**src/common/fji_pkg.sv**
```systemverilog
/*
  Shared constants for the far jump and file increment execution block:
  register offsets, field positions, opcodes, reset values and phase codes.
  Assumes a 32-bit APB register port with byte addresses.
*/
package fji_pkg;

  // Register byte offsets
  localparam logic [11:0] REG_CTRL    = 12'h000;
  localparam logic [11:0] REG_WORK    = 12'h004;
  localparam logic [11:0] REG_BANK    = 12'h008;
  localparam logic [11:0] REG_FLAGS   = 12'h00C;
  localparam logic [11:0] REG_PC      = 12'h010;
  localparam logic [11:0] REG_IDXBASE = 12'h014;
  localparam logic [11:0] REG_EXEC    = 12'h018;

  // Control and execution status fields
  localparam int unsigned CTRL_EXT_BIT  = 0;
  localparam int unsigned EXEC_NOP_BIT  = 0;
  localparam int unsigned EXEC_BAD_BIT  = 1;
  localparam int unsigned EXEC_PH_LSB   = 4;

  // Arithmetic flag positions
  localparam int unsigned FLG_C  = 0;
  localparam int unsigned FLG_DC = 1;
  localparam int unsigned FLG_Z  = 2;
  localparam int unsigned FLG_OV = 3;
  localparam int unsigned FLG_N  = 4;
  localparam int unsigned FLG_W  = 5;

  // Instruction encodings
  localparam logic [7:0]  JMP1_OPC   = 8'hEF;
  localparam logic [3:0]  JMP2_NIB   = 4'hF;
  localparam logic [5:0]  INC_OPC    = 6'h0A;
  localparam int unsigned INC_D_BIT  = 9;
  localparam int unsigned INC_A_BIT  = 8;
  localparam logic [19:0] JUMP_MAX   = 20'hFFFFF;

  // File address resolution
  localparam logic [7:0]  IDX_LIMIT    = 8'h5F;
  localparam logic [7:0]  ACCESS_SPLIT = 8'h60;
  localparam logic [3:0]  ACC_LO_BANK  = 4'h0;
  localparam logic [3:0]  ACC_HI_BANK  = 4'hF;

  // Reset values and steps
  localparam logic [20:0] RST_PC    = 21'h000000;
  localparam logic [7:0]  RST_W     = 8'h00;
  localparam logic [4:0]  RST_FLAGS = 5'h00;
  localparam logic [3:0]  RST_BANK  = 4'h0;
  localparam logic [11:0] RST_IDX   = 12'h000;
  localparam logic [20:0] PC_STEP   = 21'h000002;

  // Instruction cycle phases, one-hot
  typedef enum logic [3:0] {
    PH_Q1 = 4'b0001,
    PH_Q2 = 4'b0010,
    PH_Q3 = 4'b0100,
    PH_Q4 = 4'b1000
  } fji_phase_t;

endpackage : fji_pkg

```
**src/design/fji_inc_alu.sv**
```systemverilog
/*
  Incrementer with flag generation for the file increment.
  Purely combinational; the caller registers the result.
*/
module fji_inc_alu (
  // Operand
  input  wire logic [7:0] operand,
  // Result and flags
  output logic      [7:0] sum,
  output logic            carry,
  output logic            halfCarry,
  output logic            negative,
  output logic            signedWrap,
  output logic            zero
);

  logic [8:0] wide;

  always_comb begin
    wide       = {1'b0, operand} + 9'h001;
    sum        = wide[7:0];
    carry      = wide[8];
    halfCarry  = &operand[3:0];
    // Only 7Fh wraps into the negative range
    signedWrap = (operand == 8'h7F);
    negative   = wide[7];
    zero       = (wide[7:0] == 8'h00);
  end

endmodule : fji_inc_alu

```
**src/design/fji_addr_resolve.sv**
```systemverilog
/*
  Resolves the 8-bit file address of a byte instruction into a 12-bit
  data memory address: banked, access bank or indexed literal offset.
  Combinational; inputs come from the decode phase.
*/
module fji_addr_resolve (
  // Instruction fields
  input  wire logic [7:0]  fileAddr,
  input  wire logic        bankAccess,
  // Core state
  input  wire logic        extEnable,
  input  wire logic [3:0]  bankSelect,
  input  wire logic [11:0] indexBase,
  // Result
  output logic      [11:0] dataAddr,
  output logic             indexed
);

  always_comb begin
    indexed = extEnable && !bankAccess && (fileAddr <= fji_pkg::IDX_LIMIT);
    if (bankAccess) begin
      dataAddr = {bankSelect, fileAddr};
    end else if (indexed) begin
      dataAddr = indexBase + {4'h0, fileAddr};
    end else if (fileAddr < fji_pkg::ACCESS_SPLIT) begin
      dataAddr = {fji_pkg::ACC_LO_BANK, fileAddr};
    end else begin
      dataAddr = {fji_pkg::ACC_HI_BANK, fileAddr};
    end
  end

endmodule : fji_addr_resolve

```
**src/design/fji_exec.sv**
```systemverilog
/*
  Execution unit for the two-word far jump and the one-word file increment,
  run over four clock phases per instruction cycle, with an APB register port.
  Assumes the fetch logic presents words on instrWord with instrValid on the
  same clock, and a data memory that returns read data in the same clock that dmAddr is presented.
*/
// How it works
// RULE1: The far jump goes to any word address of program memory with no condition tested.
// RULE2: The far jump puts its 20-bit literal into pc bits 20 to 1, bit 0 staying zero.
// RULE3: The far jump takes two cycles, the second a no-operation discarding the prefetched word.
// RULE4: Word one of the far jump has upper byte EFh with target bits 7-0, word two nibble Fh.
// RULE5: Any far jump literal from zero to FFFFFh is accepted.
// RULE6: The file increment reads the addressed register, adds one and passes it on.
// RULE7: The file increment sets carry, half carry, negative, signed wrap and zero from its result.
// RULE8: The file increment has opcode 001010, then destination, bank bit and 8-bit address.
// RULE9: With the bank bit clear the address falls in the fixed access bank.
// RULE10: With the bank bit set the bank select pointer gives the upper address bits.
// RULE11: Extended mode, bank bit clear and address at most 5Fh selects indexed literal offset.
// RULE12: The file increment is one word and one cycle: decode, read, compute, write.
// RULE13: The far jump leaves all arithmetic flags unchanged.
module fji_exec (
  // Clock, reset, enable
  input  wire logic        sys_clk,
  input  wire logic        reset_n,
  input  wire logic        clkEn,
  // APB slave
  input  wire logic        psel,
  input  wire logic        penable,
  input  wire logic        pwrite,
  input  wire logic [11:0] paddr,
  input  wire logic [31:0] pwdata,
  output logic      [31:0] prdata,
  output logic             pready,
  output logic             pslverr,
  // Instruction stream
  input  wire logic [15:0] instrWord,
  input  wire logic        instrValid,
  output logic             instrReady,
  output logic      [20:0] pc,
  // Data memory
  output logic      [11:0] dmAddr,
  output logic             dmRdEn,
  input  wire logic [7:0]  dmRdData,
  output logic             dmWrEn,
  output logic      [7:0]  dmWrData
);

  typedef struct packed {
    fji_pkg::fji_phase_t phase;
    logic        nopCycle;
    logic        discard;
    logic        isJump;
    logic        isInc;
    logic        indexed;
    logic        badWord;
    logic [15:0] instr;
    logic [7:0]  opData;
    logic [7:0]  result;
    logic [4:0]  newFlags;
    logic [4:0]  status;
    logic [7:0]  w;
    logic [3:0]  bank_select_pointer;
    logic [20:0] pc;
    logic        extEn;
    logic [11:0] idxBase;
    logic [11:0] dmAddr;
    logic        dmWrEn;
    logic [7:0]  dmWrData;
    logic        rdValid;
    logic [31:0] prdata;
  } fji_state_t;

  localparam fji_state_t ST_RESET = '{
    phase:    fji_pkg::PH_Q1,
    nopCycle: 1'b0,
    discard:  1'b0,
    isJump:   1'b0,
    isInc:    1'b0,
    indexed:  1'b0,
    badWord:  1'b0,
    instr:    16'h0000,
    opData:   8'h00,
    result:   8'h00,
    newFlags: 5'h00,
    status:   fji_pkg::RST_FLAGS,
    w:        fji_pkg::RST_W,
    bank_select_pointer:      fji_pkg::RST_BANK,
    pc:       fji_pkg::RST_PC,
    extEn:    1'b0,
    idxBase:  fji_pkg::RST_IDX,
    dmAddr:   12'h000,
    dmWrEn:   1'b0,
    dmWrData: 8'h00,
    rdValid:  1'b0,
    prdata:   32'h00000000
  };

  logic [1:0]  rstPipe;
  logic        rstSync;
  fji_state_t  st;
  fji_state_t  next_st;
  logic [11:0] resolvedAddr;
  logic        resolvedIndexed;
  logic [7:0]  aluSum;
  logic        aluC;
  logic        aluDc;
  logic        aluN;
  logic        aluOv;
  logic        aluZ;
  logic        mapped;
  logic [31:0] readMux;
  logic        apbWrite;

  // Reset release through two flops
  always_ff @(posedge sys_clk or negedge reset_n) begin
    if (!reset_n) begin
      rstPipe <= 2'b00;
    end else begin
      rstPipe <= {rstPipe[0], 1'b1};
    end
  end
  assign rstSync = rstPipe[1];

  fji_addr_resolve u_resolve (
    .fileAddr   (instrWord[7:0]),
    .bankAccess (instrWord[fji_pkg::INC_A_BIT]),
    .extEnable  (st.extEn),
    .bankSelect (st.bank_select_pointer),
    .indexBase  (st.idxBase),
    .dataAddr   (resolvedAddr),
    .indexed    (resolvedIndexed)
  );

  fji_inc_alu u_alu (
    .operand    (st.opData),
    .sum        (aluSum),
    .carry      (aluC),
    .halfCarry  (aluDc),
    .negative   (aluN),
    .signedWrap (aluOv),
    .zero       (aluZ)
  );

  // Register read mux and decode
  always_comb begin
    mapped = 1'b1;
    case (paddr)
      fji_pkg::REG_CTRL:    readMux = {31'h0, st.extEn};
      fji_pkg::REG_WORK:    readMux = {24'h0, st.w};
      fji_pkg::REG_BANK:    readMux = {28'h0, st.bank_select_pointer};
      fji_pkg::REG_FLAGS:   readMux = {27'h0, st.status};
      fji_pkg::REG_PC:      readMux = {11'h0, st.pc};
      fji_pkg::REG_IDXBASE: readMux = {20'h0, st.idxBase};
      fji_pkg::REG_EXEC:    readMux = {24'h0, st.phase, 2'b00, st.badWord, st.nopCycle};
      default: begin
        readMux = 32'h00000000;
        mapped  = 1'b0;
      end
    endcase
  end

  assign pready   = clkEn && rstSync && psel && penable && (pwrite || st.rdValid);
  assign pslverr  = pready && !mapped;
  assign apbWrite = pready && pwrite && mapped;
  assign prdata   = st.prdata;

  always_comb begin
    next_st = st;
    if (clkEn) begin
      next_st.rdValid = psel && !pready;
      if (psel && !pwrite && !st.rdValid) begin
        next_st.prdata = readMux;
      end
      if (apbWrite) begin
        case (paddr)
          fji_pkg::REG_CTRL:    next_st.extEn   = pwdata[fji_pkg::CTRL_EXT_BIT];
          fji_pkg::REG_WORK:    next_st.w       = pwdata[7:0];
          fji_pkg::REG_BANK:    next_st.bank_select_pointer     = pwdata[3:0];
          fji_pkg::REG_FLAGS:   next_st.status  = pwdata[fji_pkg::FLG_W-1:0];
          fji_pkg::REG_PC:      next_st.pc      = {pwdata[20:1], 1'b0};
          fji_pkg::REG_IDXBASE: next_st.idxBase = pwdata[11:0];
          fji_pkg::REG_EXEC: begin
            if (pwdata[fji_pkg::EXEC_BAD_BIT]) begin
              next_st.badWord = 1'b0;
            end
          end
          default: next_st.extEn = st.extEn;
        endcase
      end
      // Execution after the bus so the core wins a same-cycle conflict
      case (st.phase)
        fji_pkg::PH_Q1: begin
          if (instrValid) begin
            next_st.phase = fji_pkg::PH_Q2;
            if (st.nopCycle) begin
              // Prefetched word dropped [RULE3]
              next_st.nopCycle = 1'b0;
              next_st.discard  = 1'b1;
              next_st.isJump   = 1'b0;
              next_st.isInc    = 1'b0;
            end else begin
              next_st.discard = 1'b0;
              next_st.instr   = instrWord;
              next_st.isJump  = (instrWord[15:8] == fji_pkg::JMP1_OPC); // [RULE4]
              next_st.isInc   = (instrWord[15:10] == fji_pkg::INC_OPC); // [RULE8] [RULE12]
              next_st.dmAddr  = resolvedAddr; // [RULE9] [RULE10]
              next_st.indexed = resolvedIndexed; // [RULE11]
            end
          end
        end
        fji_pkg::PH_Q2: begin
          if (st.isInc) begin
            next_st.opData = dmRdData; // [RULE6] [RULE12]
          end
          next_st.phase = fji_pkg::PH_Q3;
        end
        fji_pkg::PH_Q3: begin
          if (st.isInc) begin
            next_st.result   = aluSum; // [RULE6]
            next_st.newFlags = '0;
            next_st.newFlags[fji_pkg::FLG_C]  = aluC; // [RULE7]
            next_st.newFlags[fji_pkg::FLG_DC] = aluDc;
            next_st.newFlags[fji_pkg::FLG_Z]  = aluZ;
            next_st.newFlags[fji_pkg::FLG_OV] = aluOv;
            next_st.newFlags[fji_pkg::FLG_N]  = aluN;
            next_st.dmWrEn   = st.instr[fji_pkg::INC_D_BIT]; // [RULE8]
            next_st.dmWrData = aluSum;
          end
          next_st.phase = fji_pkg::PH_Q4;
        end
        fji_pkg::PH_Q4: begin
          if (st.isJump) begin
            // Waits here for the second word
            if (instrValid) begin
              next_st.phase = fji_pkg::PH_Q1;
              if (instrWord[15:12] == fji_pkg::JMP2_NIB) begin
                // Full 20-bit range, no condition, flags untouched [RULE1] [RULE2] [RULE5] [RULE13]
                next_st.pc       = {instrWord[11:0], st.instr[7:0], 1'b0};
                next_st.nopCycle = 1'b1; // [RULE3]
              end else begin
                next_st.badWord = 1'b1;
                next_st.pc      = st.pc + fji_pkg::PC_STEP;
              end
            end
          end else begin
            next_st.phase = fji_pkg::PH_Q1;
            if (st.isInc) begin
              if (!st.instr[fji_pkg::INC_D_BIT]) begin
                next_st.w = st.result; // [RULE8]
              end
              next_st.status = st.newFlags; // [RULE7]
              next_st.dmWrEn = 1'b0;
            end
            if (!st.discard) begin
              next_st.pc = st.pc + fji_pkg::PC_STEP;
            end
          end
        end
        default: next_st.phase = fji_pkg::PH_Q1;
      endcase
    end
  end

  always_ff @(posedge sys_clk or negedge rstSync) begin
    if (!rstSync) begin
      st <= ST_RESET;
    end else begin
      st <= next_st;
    end
  end

  assign instrReady = clkEn && rstSync &&
                      ((st.phase == fji_pkg::PH_Q1) ||
                       ((st.phase == fji_pkg::PH_Q4) && st.isJump));
  assign pc       = st.pc;
  assign dmAddr   = st.dmAddr;
  assign dmRdEn   = (st.phase == fji_pkg::PH_Q2) && st.isInc;
  assign dmWrEn   = st.dmWrEn;
  assign dmWrData = st.dmWrData;
endmodule : fji_exec

```
**config.mk**
```make
export PLATFORM = sky130hd
export DESIGN_NAME = fji_exec
export DESIGN_NICKNAME = d
export VERILOG_FILES = /design/src/common/fji_pkg.sv /design/src/design/fji_inc_alu.sv /design/src/design/fji_addr_resolve.sv /design/src/design/fji_exec.sv
export SDC_FILE = /design/constraint.sdc
export NUM_CORES = 1
export LEC_CHECK = 0
export BUFFER_PORTS_ARGS = -buffer_cell sky130_fd_sc_hd__buf_2
export CAP_MARGIN = 20
export CORE_UTILIZATION = 45
export CTS_BUF_LIST = sky130_fd_sc_hd__clkbuf_16
export DETAILED_ROUTE_END_ITERATION = 10
export GPL_TIMING_DRIVEN = 1
export PLACE_DENSITY = 0.7
export SLEW_MARGIN = 20
export SYNTH_ARGS = -nofsm -noshare
export SYNTH_HDL_FRONTEND = slang
export SYNTH_SLANG_ARGS = --single-unit
```
**constraint.sdc**
```tcl
create_clock -name sys_clk -period 4.1 [get_ports sys_clk]
set_input_delay 0 -clock sys_clk [delete_from_list [all_inputs] [get_ports sys_clk]]
set_output_delay 0 -clock sys_clk [all_outputs]
set_load 0.03 [all_outputs]
```
# Word level (Yosys, flattened, before mapping)
# Index checks and enable logic that the tools add are counted.
[word_totals]
out_inout_bits = 78
rom_bits = 0
mem_count = 0
ramBits = 0
reg_bits = 140
latch_bits = 0
[op_classes]
order_cmp = 2
multipliers = 0
reduce_logical = 39
div_mod_pow = 0
shift = 0
addsub = 3
n_eq_ne = 22
muxes = 41
n_bitwise = 1
[op_table]
columns = ["operator", "n"]
rows = [
  ["$pmux W21 S7", 1],
  ["$mux W21", 6],
  ["$mux W51", 1],
  ["$mux W12", 4],
  ["$mux W13", 3],
  ["$eq A12 B5 Y1 const B", 3],
  ["$eq A12 B4 Y1 const B", 2],
  ["$add A21 B2 Y21 const B", 1],
  ["$reduce_and A3 Y1", 7],
  ["$mux W9", 2],
  ["$mux W8", 2],
  ["$pmux W4 S4", 1],
  ["$logic_and A1 B1 Y1", 15],
  ["$mux W1", 14],
  ["$ne A2 B2 Y1 const B", 7],
  ["$add A12 B8 Y12", 1],
  ["$eq A12 B3 Y1 const B", 1],
  ["$logic_not A12 Y1", 1],
  ["$mux W5", 2],
  ["$add A8 B1 Y9 const B", 1],
  ["$eq A4 B4 Y1 const B", 2],
  ["$eq A8 B7 Y1 const B", 1],
  ["$eq A8 B8 Y1 const B", 1],
  ["$le A8 B7 Y1 const B", 1],
  ["other kinds (19)", 28],
]

# Depth between registers and ports, before layout
# Gate-level depths: netlist (run 1).
[logic_depth]
depth_word = 11
mapped_depth = 9

# Hierarchy
# Synthesis (run 1) repeated with hierarchy kept, for this count alone.
[unflattened]
hier_cells = 767
hier_area_um2 = 7636.1
[by_module_without_submodules]
columns = ["mod", "area_each_um2", "cells_each", "n_inst"]
rows = [
  ["fji_exec", 6861.6, 662, 1],
  ["fji_addr_resolve", 584.3, 80, 1],
  ["fji_inc_alu", 190.2, 25, 1],
]

# Worst setup path after synthesis (run 1)
# No wires, ideal clock.
[synth_path]
path_kind = "register -> register"
from = "reg rstPipe[1]"
to = "reg st, in the netlist pc[14]"
stages_incl_launch_ff = 9
slack_ns = -0.865
n_path_buf = 1
required_time_ns = 3.965
arrival_ns = 4.830
cell_sequence = "dfrtp_1 and4_1 nand3b_1 or2_2 buf_2 o311ai_0 a21boi_0 a41oi_1 o21ai_0"
[synth_via]
elab_chain_cells = 10
word_cells_on_any_way = 11
cone_classes = "mux (5); reduce/logical (6)"
[synth_rtl]
columns = ["item", "line_no", "rtl"]
rows = [
  ["start, declared", "fji_exec.sv:98", "logic [1:0] rstPipe;"],
  ["start signal, assigned", "fji_exec.sv:119", "rstPipe <= {rstPipe[0], 1'b1};"],
  ["$logic_and A1 B1 Y1 (*) (4 in series)", "fji_exec.sv:162", "assign pready = clkEn && rstSync && psel && penable && (pwrite || st.rdValid);"],
  ["$logic_and A1 B1 Y1 (*) (2 in series)", "fji_exec.sv:164", "assign apbWrite = pready && pwrite && mapped;"],
  ["$mux W51 (*)", "fji_exec.sv:174", "if (apbWrite) begin"],
  ["$mux W21 (on tied branches)", "fji_exec.sv:254, fji_exec.sv:234", ""],
  ["$mux W21", "fji_exec.sv:232", "if (st.isJump) begin"],
  ["$mux W21 (*)", "fji_exec.sv:191", "case (st.phase)"],
  ["end signal, assigned", "fji_exec.sv:268", "st <= next_st;"],
  ["end, declared", "fji_exec.sv:100", "fji_state_t st;"],
]
# Every way passes the cells marked *; elsewhere a longest branch is shown, timed or not.
# A chain may end at the register's enable or synchronous reset.

# Worst setup path after layout (run 1)
[layout_path]
from = "reg st[148] (netlist name)"
to = "reg st[144] (netlist name)"
[layout_via]
elab_chain_cells = 2
[layout_rtl]
columns = ["item", "line_no"]
rows = [
  ["$eq A4 B1 Y1", "fji_exec.sv:191"],
  ["$reduce_and A3 Y1 (no line)", "n/a"],
]
# Every way passes these cells.

==> results of run 1 <==
## synthesized netlist by cell type (all sizes together), types with 8 or more instances
cell,count
nand2,149
dfrtp,125
o21ai,87
buf,85
nor2,65
a21oi,34
mux2,32
clkbuf,29
nand3,21
xnor2,20
a22oi,18
nor3,17
o22ai,11
a31oi,10
ha,10
mux2i,10
nand4,10
xor2,9
nor2b,8
## metrics by stage
stage          setup slack [ns]  util [%]
3_5_place_dp              1.572     48.12
3_3_place_gp              1.610     48.12
2_1_floorplan            0.5083         -
5_1_grt                  0.4443     54.52
6_report                 0.6349     54.52
4_1_cts                  0.6951     54.52
## worst max-delay path, cell delays in order (launching register included)
cell and delay [ns]:
dfstp_2 0.61, nor4b_2 0.32, nand3_1 0.31, or2_2 0.58, nor3_1 0.29, dlygate4sd3_1 0.58
a22o_1 0.13, dlygate4sd3_1 0.56
## cells in the final DEF (no fill, tap or decap), types with 12 or more instances in the layout
master,instances
buf_2,130
a22oi_1,18
dlygate4sd3_1,43
conb_1,12
a21oi_1,33
mux2_2,32
nor3_1,14
nor2_1,63
nand2_1,149
nand3_1,21
xnor2_1,20
dfrtp_1,124
clkbuf_16,17
o21ai_0,84
## where the power goes
group / internal, W / switching [W] / total (W)
clock: 0.00103 / 0.000621 / 0.00165
sequential: 0.00142 / 0.000221 / 0.00164
combinational: 0.000352 / 0.000640 / 0.000992
## registers in the layout, indices dropped and copies added, names as in the netlist
name and count:
pc 21, dmAddr 12, dmWrData 7, dmWrEn 1
rstPipe 2, prdata 21, st 62
## per-layer routing
layer	vias to the layer above	track usage, %
met5	-	0
li1	3252	-
met3	66	6.820
met1	3317	34.27
met2	345	40.96
met4	0	15.45
## timing repair
item	in CTS	in global routing
hold buffers	43	0
setup endpoints to repair	0	0
endpoints found under the hold margin	74	0
## kinds of logic (layout without fill, tap and decap cells)
| family | Yosys count | in the layout | share of synthesized area (%) |
|---|---|---|---|
| AND/OR/NAND/NOR | 312 | 312 | 18.98 |
| AO/OA/AOI/OAI | 225 | 225 | 18.85 |
| flip-flops | 126 | 126 | 41.00 |
| buffers and inverters | 121 | 223 | 9.904 |
| multiplexers | 42 | 42 | 5.985 |
| XOR/XNOR | 29 | 29 | 3.301 |
| adder cells (fa/ha/maj) | 11 | 11 | 1.886 |
| other | 2 | 12 | 0.09761 |
## worst max-delay path by stage
stage              end  depth (start not counted)
2_1_floorplan   pc[14]                          8
3_3_place_gp     pc[6]                          7
3_5_place_dp    pc[11]                          7
4_1_cts        st[144]                          7
5_1_grt        st[144]                          7
6_report       st[144]                          7
## final cells by class
cell class                      instances  area (um2)  share of cell area (%)
Inverter                                7       26.28                  0.2896
Clock inverter                         15       210.2                   2.317
Multi-Input combinational cell        631        3815                   42.04
Tap cell                              220       275.3                   3.034
Sequential cell                       126        3158                   34.80
Timing Repair Buffer                  184        1164                   12.82
Clock buffer                           17       425.4                   4.688
==> impl_metrics.yaml, run 1 <==
yosys:
  synth.area.top_cells: "dfrtp_1, nand2_1, buf_4, o21ai_0, mux2_2"
  syn_area_um2: 7694
  ys_types: 74
  synth-async-reset-ratio_pct: 100.0
  synth_edf_count: 0
  yosysSeqAreaShare_pct: 41.00
  syn_area_per_cell_um2: 8.864
  synth_ff_type: "dfrtp_1"
  yosys.area.top_type_share_pct: 40.66
  syn_inst: 868
  yosysTopAreaCell: "dfrtp_1"
  yosys_warnings: 0
  synth-seq-cells: 126
drt:
  antenna_left: 0
  met1Wirelength_um: 9585
  wl_um: 23010
  wire_per_inst_um: 19.17
  vias: 6980
  met3_wirelength_um: 1827
  via_per_inst: 5.817
  first_pass_iters: 7
  drc: 0
  dr_wl_met2_um: 10530
  maxUsedRoutingLayer: "met4"
  dr.first_iter.drc_count: 630
timing:
  fin_crit_sh_pct: 84.51
  rsz0062_at_grt: "no"
  fin_crit_ns: 3.465
  fmax_mhz: 288.6
  finalHoldViolations: 0
  slew_headroom_pct: 35.99
  setup_viol: 0
  clock_skew_ns: 0.01169
  worst-slew-pin-transition_ns: 0.9602
  holdWs_ns: 0.01205
  drv_slew: 0
  fin_tns_setup_ns: 0
global_routing:
  grt_max_degree: 71
  grt_pass1_vias: 6610
  antenna_found_initial: 0
  track_usage_pct: 26.74
  grt_pass1_wl_um: 35980
  overflow: 0
pwr:
  p_leak_nw: 4.107
  total_power_w: 0.004276
  p_per_area_nw_per_um2: 471.2
  ir_worst_vdd_v: 0.0003896
clocking:
  clockBufferDepth: 2
  htree_levels: 4
  cts_tree: "built"
  cts_resized: 0
  cts.sinks: 126
  cts_root_buffer: "clkbuf_16"
  clk_pin_slew_worst_paths_ns: 0.06
  cts_setup_buffers: 0
  insertion_delay_ns: 0.44
  cts_made_buffers: 17
layout:
  fin_area_um2: 9074
  n_fill_cell: 1522
  diodes: 0
  nets: 1053
  instances_no_fill: 1200
  area_growth_pct: 17.94
  drive_above_1_share_pct: 22.86
outcome:
  outcome: "finished, final reports clean"
die:
  initial_utilization_pct: 46.23
  fp.dieArea_um2: 17620
  die_y_um: 132.8
  io_pins: 153
  rows: 47
  core_region_area_um2: 16640
  die_x_um: 132.8
placement:
  dpl_cell_area_um2: 8008
  place_inst: 1125
  place.detailed.hpwl_um: 16430
  portBuffers: 130
  gp_congestion: 0.9643
critical_path:
  worstSetupStartpoint: "st[148]"
  crit_type: "flop to flop"
  startpoint_type: "flop"
  reg2reg_to: "st[144]"
  end_kind: "flop"
  arrival_ns: 3.83
  critPathMaxFanout: 25
  r2r_setup_slack_ns: 0.63
  r2r-start: "st[148]"
  crit_required_ns: 4.46
  worst_r2r_path_depth: 7
worst_hold_path:
  holdPathEnd: "pc[20]"
  hold_start: "instrWord[11]"
  hold_class: "primary input to flop"
  hold_depth: 5
run:
  maxCapViolCount: 0
Power figures use the tool's default switching activity.
==> run 2, diff against run 1 <==
ABC_AREA = 1   (was default)
PLACE_DENSITY = 0.67   (was 0.7)
clock period = 3.2 ns   (was 4.1 ns; I/O delays follow)
==> run 2 against run 1 <==
  * Die area grew 11%
  * Clock power increased by 26%
  * Power is 50% higher
  * First-iteration DRC count up 32%
  * Via count increased by 20%
  * Global-route usage decreased by 0.13 points
  * Worst hold slack lost 0.0093 ns
  * Utilization shrank 0.54 points
==> impl_metrics.yaml, run 2 <==
worst_hold_path:
  hold_class: "primary input to flop"
layout:
  nets: 1387
  final_common_cell: "nand2_1"
  diodes: 0
  mostFrequentLayoutCells: "nand2_1, buf_2, dfrtp_1"
  top_register: "st"
  drive_above_1_share_pct: 18.19
  final_core_util_pct: 53.98
  largest_reg_flops: 62
  area_growth_pct: 15.57
clocking:
  cts_tree: "built"
  clk_pin_slew_worst_paths_ns: 0.06
  cts_made_buffers: 17
  htree_levels: 4
  insertion_delay_ns: 0.42
  cts_root_buffer: "clkbuf_16"
  clockBufferDepth: 2
  cts.sinks: 126
  cts_setup_buffers: 0
die:
  die_y_um: 139.7
  rows: 49
  fp.dieArea_um2: 19520
  io_pins: 153
  core_region_area_um2: 18270
  initial_utilization_pct: 46.71
  die_x_um: 139.7
global_routing:
  grt_max_degree: 66
  grt_pass1_wl_um: 40100
  overflow: 0
  track_usage_pct: 26.61
  grt_pass1_vias: 7625
  antenna_found_initial: 0
yosys:
  ys_types: 45
  synth_common_cells: "nand2_1, dfrtp_1, inv_1"
  yosysMostFrequentCell: "nand2_1"
  synth_edf_count: 0
  yosys.area.top_type_share_pct: 36.66
  yosysTopAreaCell: "dfrtp_1"
  syn_area_um2: 8533
  synth-seq-cells: 126
  yosysSeqAreaShare_pct: 36.96
  syn_area_per_cell_um2: 7.081
  synth_ff_type: "dfrtp_1"
  syn_inst: 1205
  synth.area.top_cells: "dfrtp_1, nand2_1, buf_4, nand3_1, a21oi_1"
  synth-async-reset-ratio_pct: 100.0
  yosys_warnings: 0
critical_path:
  worst_r2r_path_depth: 7
  r2r-start: "st[148]"
  crit_type: "flop to flop"
  reg2reg_to: "st[145]"
  crit_chain: "inv_1, nor3_2, nand2_2, nor2_4, nand3_1, o31ai_1, dlygate4sd3_1"
  endpoint: "st[145]"
  arrival_ns: 3.05
  end_kind: "flop"
  crit_slowest_cell: "dlygate4sd3_1"
  crit_required_ns: 3.56
  critPathMaxFanout: 21
  r2r_setup_slack_ns: 0.51
  critPathMaxStageDelay_ns: 0.58
  worstSetupStartpoint: "st[148]"
  startpoint_type: "flop"
timing:
  slew_headroom_pct: 42.92
  finalHoldViolations: 0
  clock_skew_ns: 0.007868
  fin_crit_ns: 2.690
  fin_tns_setup_ns: 0
  worst_slack_ns: 0.5103
  drv_slew: 0
  fin_crit_sh_pct: 84.05
  fmax_mhz: 371.8
  setup_viol: 0
  holdWs_ns: 0.002770
  worst-slew-pin-transition_ns: 0.8561
  rsz0062_at_grt: "no"
drt:
  drc: 0
  vias: 8345
  wl_um: 25410
  dr.first_iter.drc_count: 831
  via_per_inst: 5.408
  antenna_left: 0
  wire_per_inst_um: 16.46
  first_pass_iters: 6
pwr:
  combPwrFrac_pct: 32.5
  p_per_area_nw_per_um2: 651.0
  netSwitchingFraction_pct: 40.69
  p_leak_nw: 5.251
  p_seq_share_pct: 35.1
  clockPowerShare_pct: 32.4
  switchingPower_w: 0.002612
  ir_worst_vdd_v: 0.0004078
  internal_power_w: 0.003808
placement:
  gp_congestion: 0.9140
  place_worst_setup_slack_ns: 0.8342
  portBuffers: 130
  place.detailed.hpwl_um: 18690
run:
  maxCapViolCount: 0
outcome:
  outcome: "finished, final reports clean"
-- run 2: cell types whose count changed after synthesis, moves of 18 or more --
cell | previous run | this run
nand4_1 | 10 | 28
nand3_1 | 21 | 89
inv_1 | 7 | 101
o21ai_0 | 84 | 44
mux2_2 | 32 | 4
o21ai_1 | 2 | 50
nor2_1 | 63 | 91
inv_2 | 0 | 27
nand2_1 | 149 | 338
a22oi_1 | 18 | 0
xnor2_1 | 20 | 0
a21oi_1 | 33 | 76
-- run 2: routing by layer --
metal	GRT usage [%]	wire length [um]	vias up
li1	-	-	4057
met1	35.74	11020	3899
met2	42.89	12000	351
met3	4.646	1807	38
met4	9.832	573	0
met5	0	0	-
-- run 2: cells by family (layout without fill, tap and decap cells) --
group	Yosys count	count (layout)	synth area share [%]
other	2	12	0.08801
buffers and inverters	242	341	14.44
AO/OA/AOI/OAI	216	216	14.09
AND/OR/NAND/NOR	589	589	30.65
XOR/XNOR	15	15	1.540
multiplexers	4	4	0.5278
flip-flops	126	126	36.96
adder cells (fa/ha/maj)	11	11	1.701
-- run 2: worst min-delay path by stage --
| stage | startpoint | cells after the start | endpoint |
|---|---|---|---|
| after floorplan | reset_n | 0 | rstPipe[0] |
| after global placement | reset_n | 1 | rstPipe[0] |
| after detailed placement | reset_n | 1 | rstPipe[0] |
| after CTS | penable | 4 | st[32] |
| after global routing | penable | 4 | st[32] |
| final | penable | 4 | st[32] |
-- run 2: worst max-delay path: cells and delay by family (launching register included) --
kind	cells	cell delay, ns
compound gates	1	0.25
flops	1	0.56
buf+inv	2	0.66
simple gates	4	1.16
-- run 2: layout make-up --
type | count | area [um2]
Clock inverter | 15 | 198.9
Timing Repair Buffer | 179 | 1116
Sequential cell | 126 | 3158
Fill cell | 1798 | 8408
Tap cell | 229 | 286.5
Inverter | 130 | 493.0
Clock buffer | 17 | 425.4
Multi-Input combinational cell | 847 | 4184
-- run 2: power groups by stage --
stage / combinational (W) / clock (W) / sequential (W)
finish: 0.00209 / 0.00208 / 0.00225
global route: 0.00231 / 0.00218 / 0.00230
CTS: 0.00208 / 0.00210 / 0.00224
detailed placement: 0.00203 / 0 / 0.00226
global placement: 0.00200 / 0 / 0.00226
floorplan: 0.00176 / 0 / 0.00218
-- run 2: timing repair --
action | in CTS | in global routing
resized for setup | 0 | 0
hold buffers | 39 | 0
endpoints found under the hold margin | 56 | 0
-- run 2: per-stage QoR --
step / total power, W / instance area (um2) / cells
2_1_floorplan: 0.003940 / 8574 / 1215
3_3_place_gp: 0.004260 / 8847 / 1472
3_5_place_dp: 0.004295 / 8847 / 1472
4_1_cts: 0.006419 / 9862 / 1543
5_1_grt: 0.006780 / 9862 / 1543
6_report: 0.006420 / 9862 / 1543
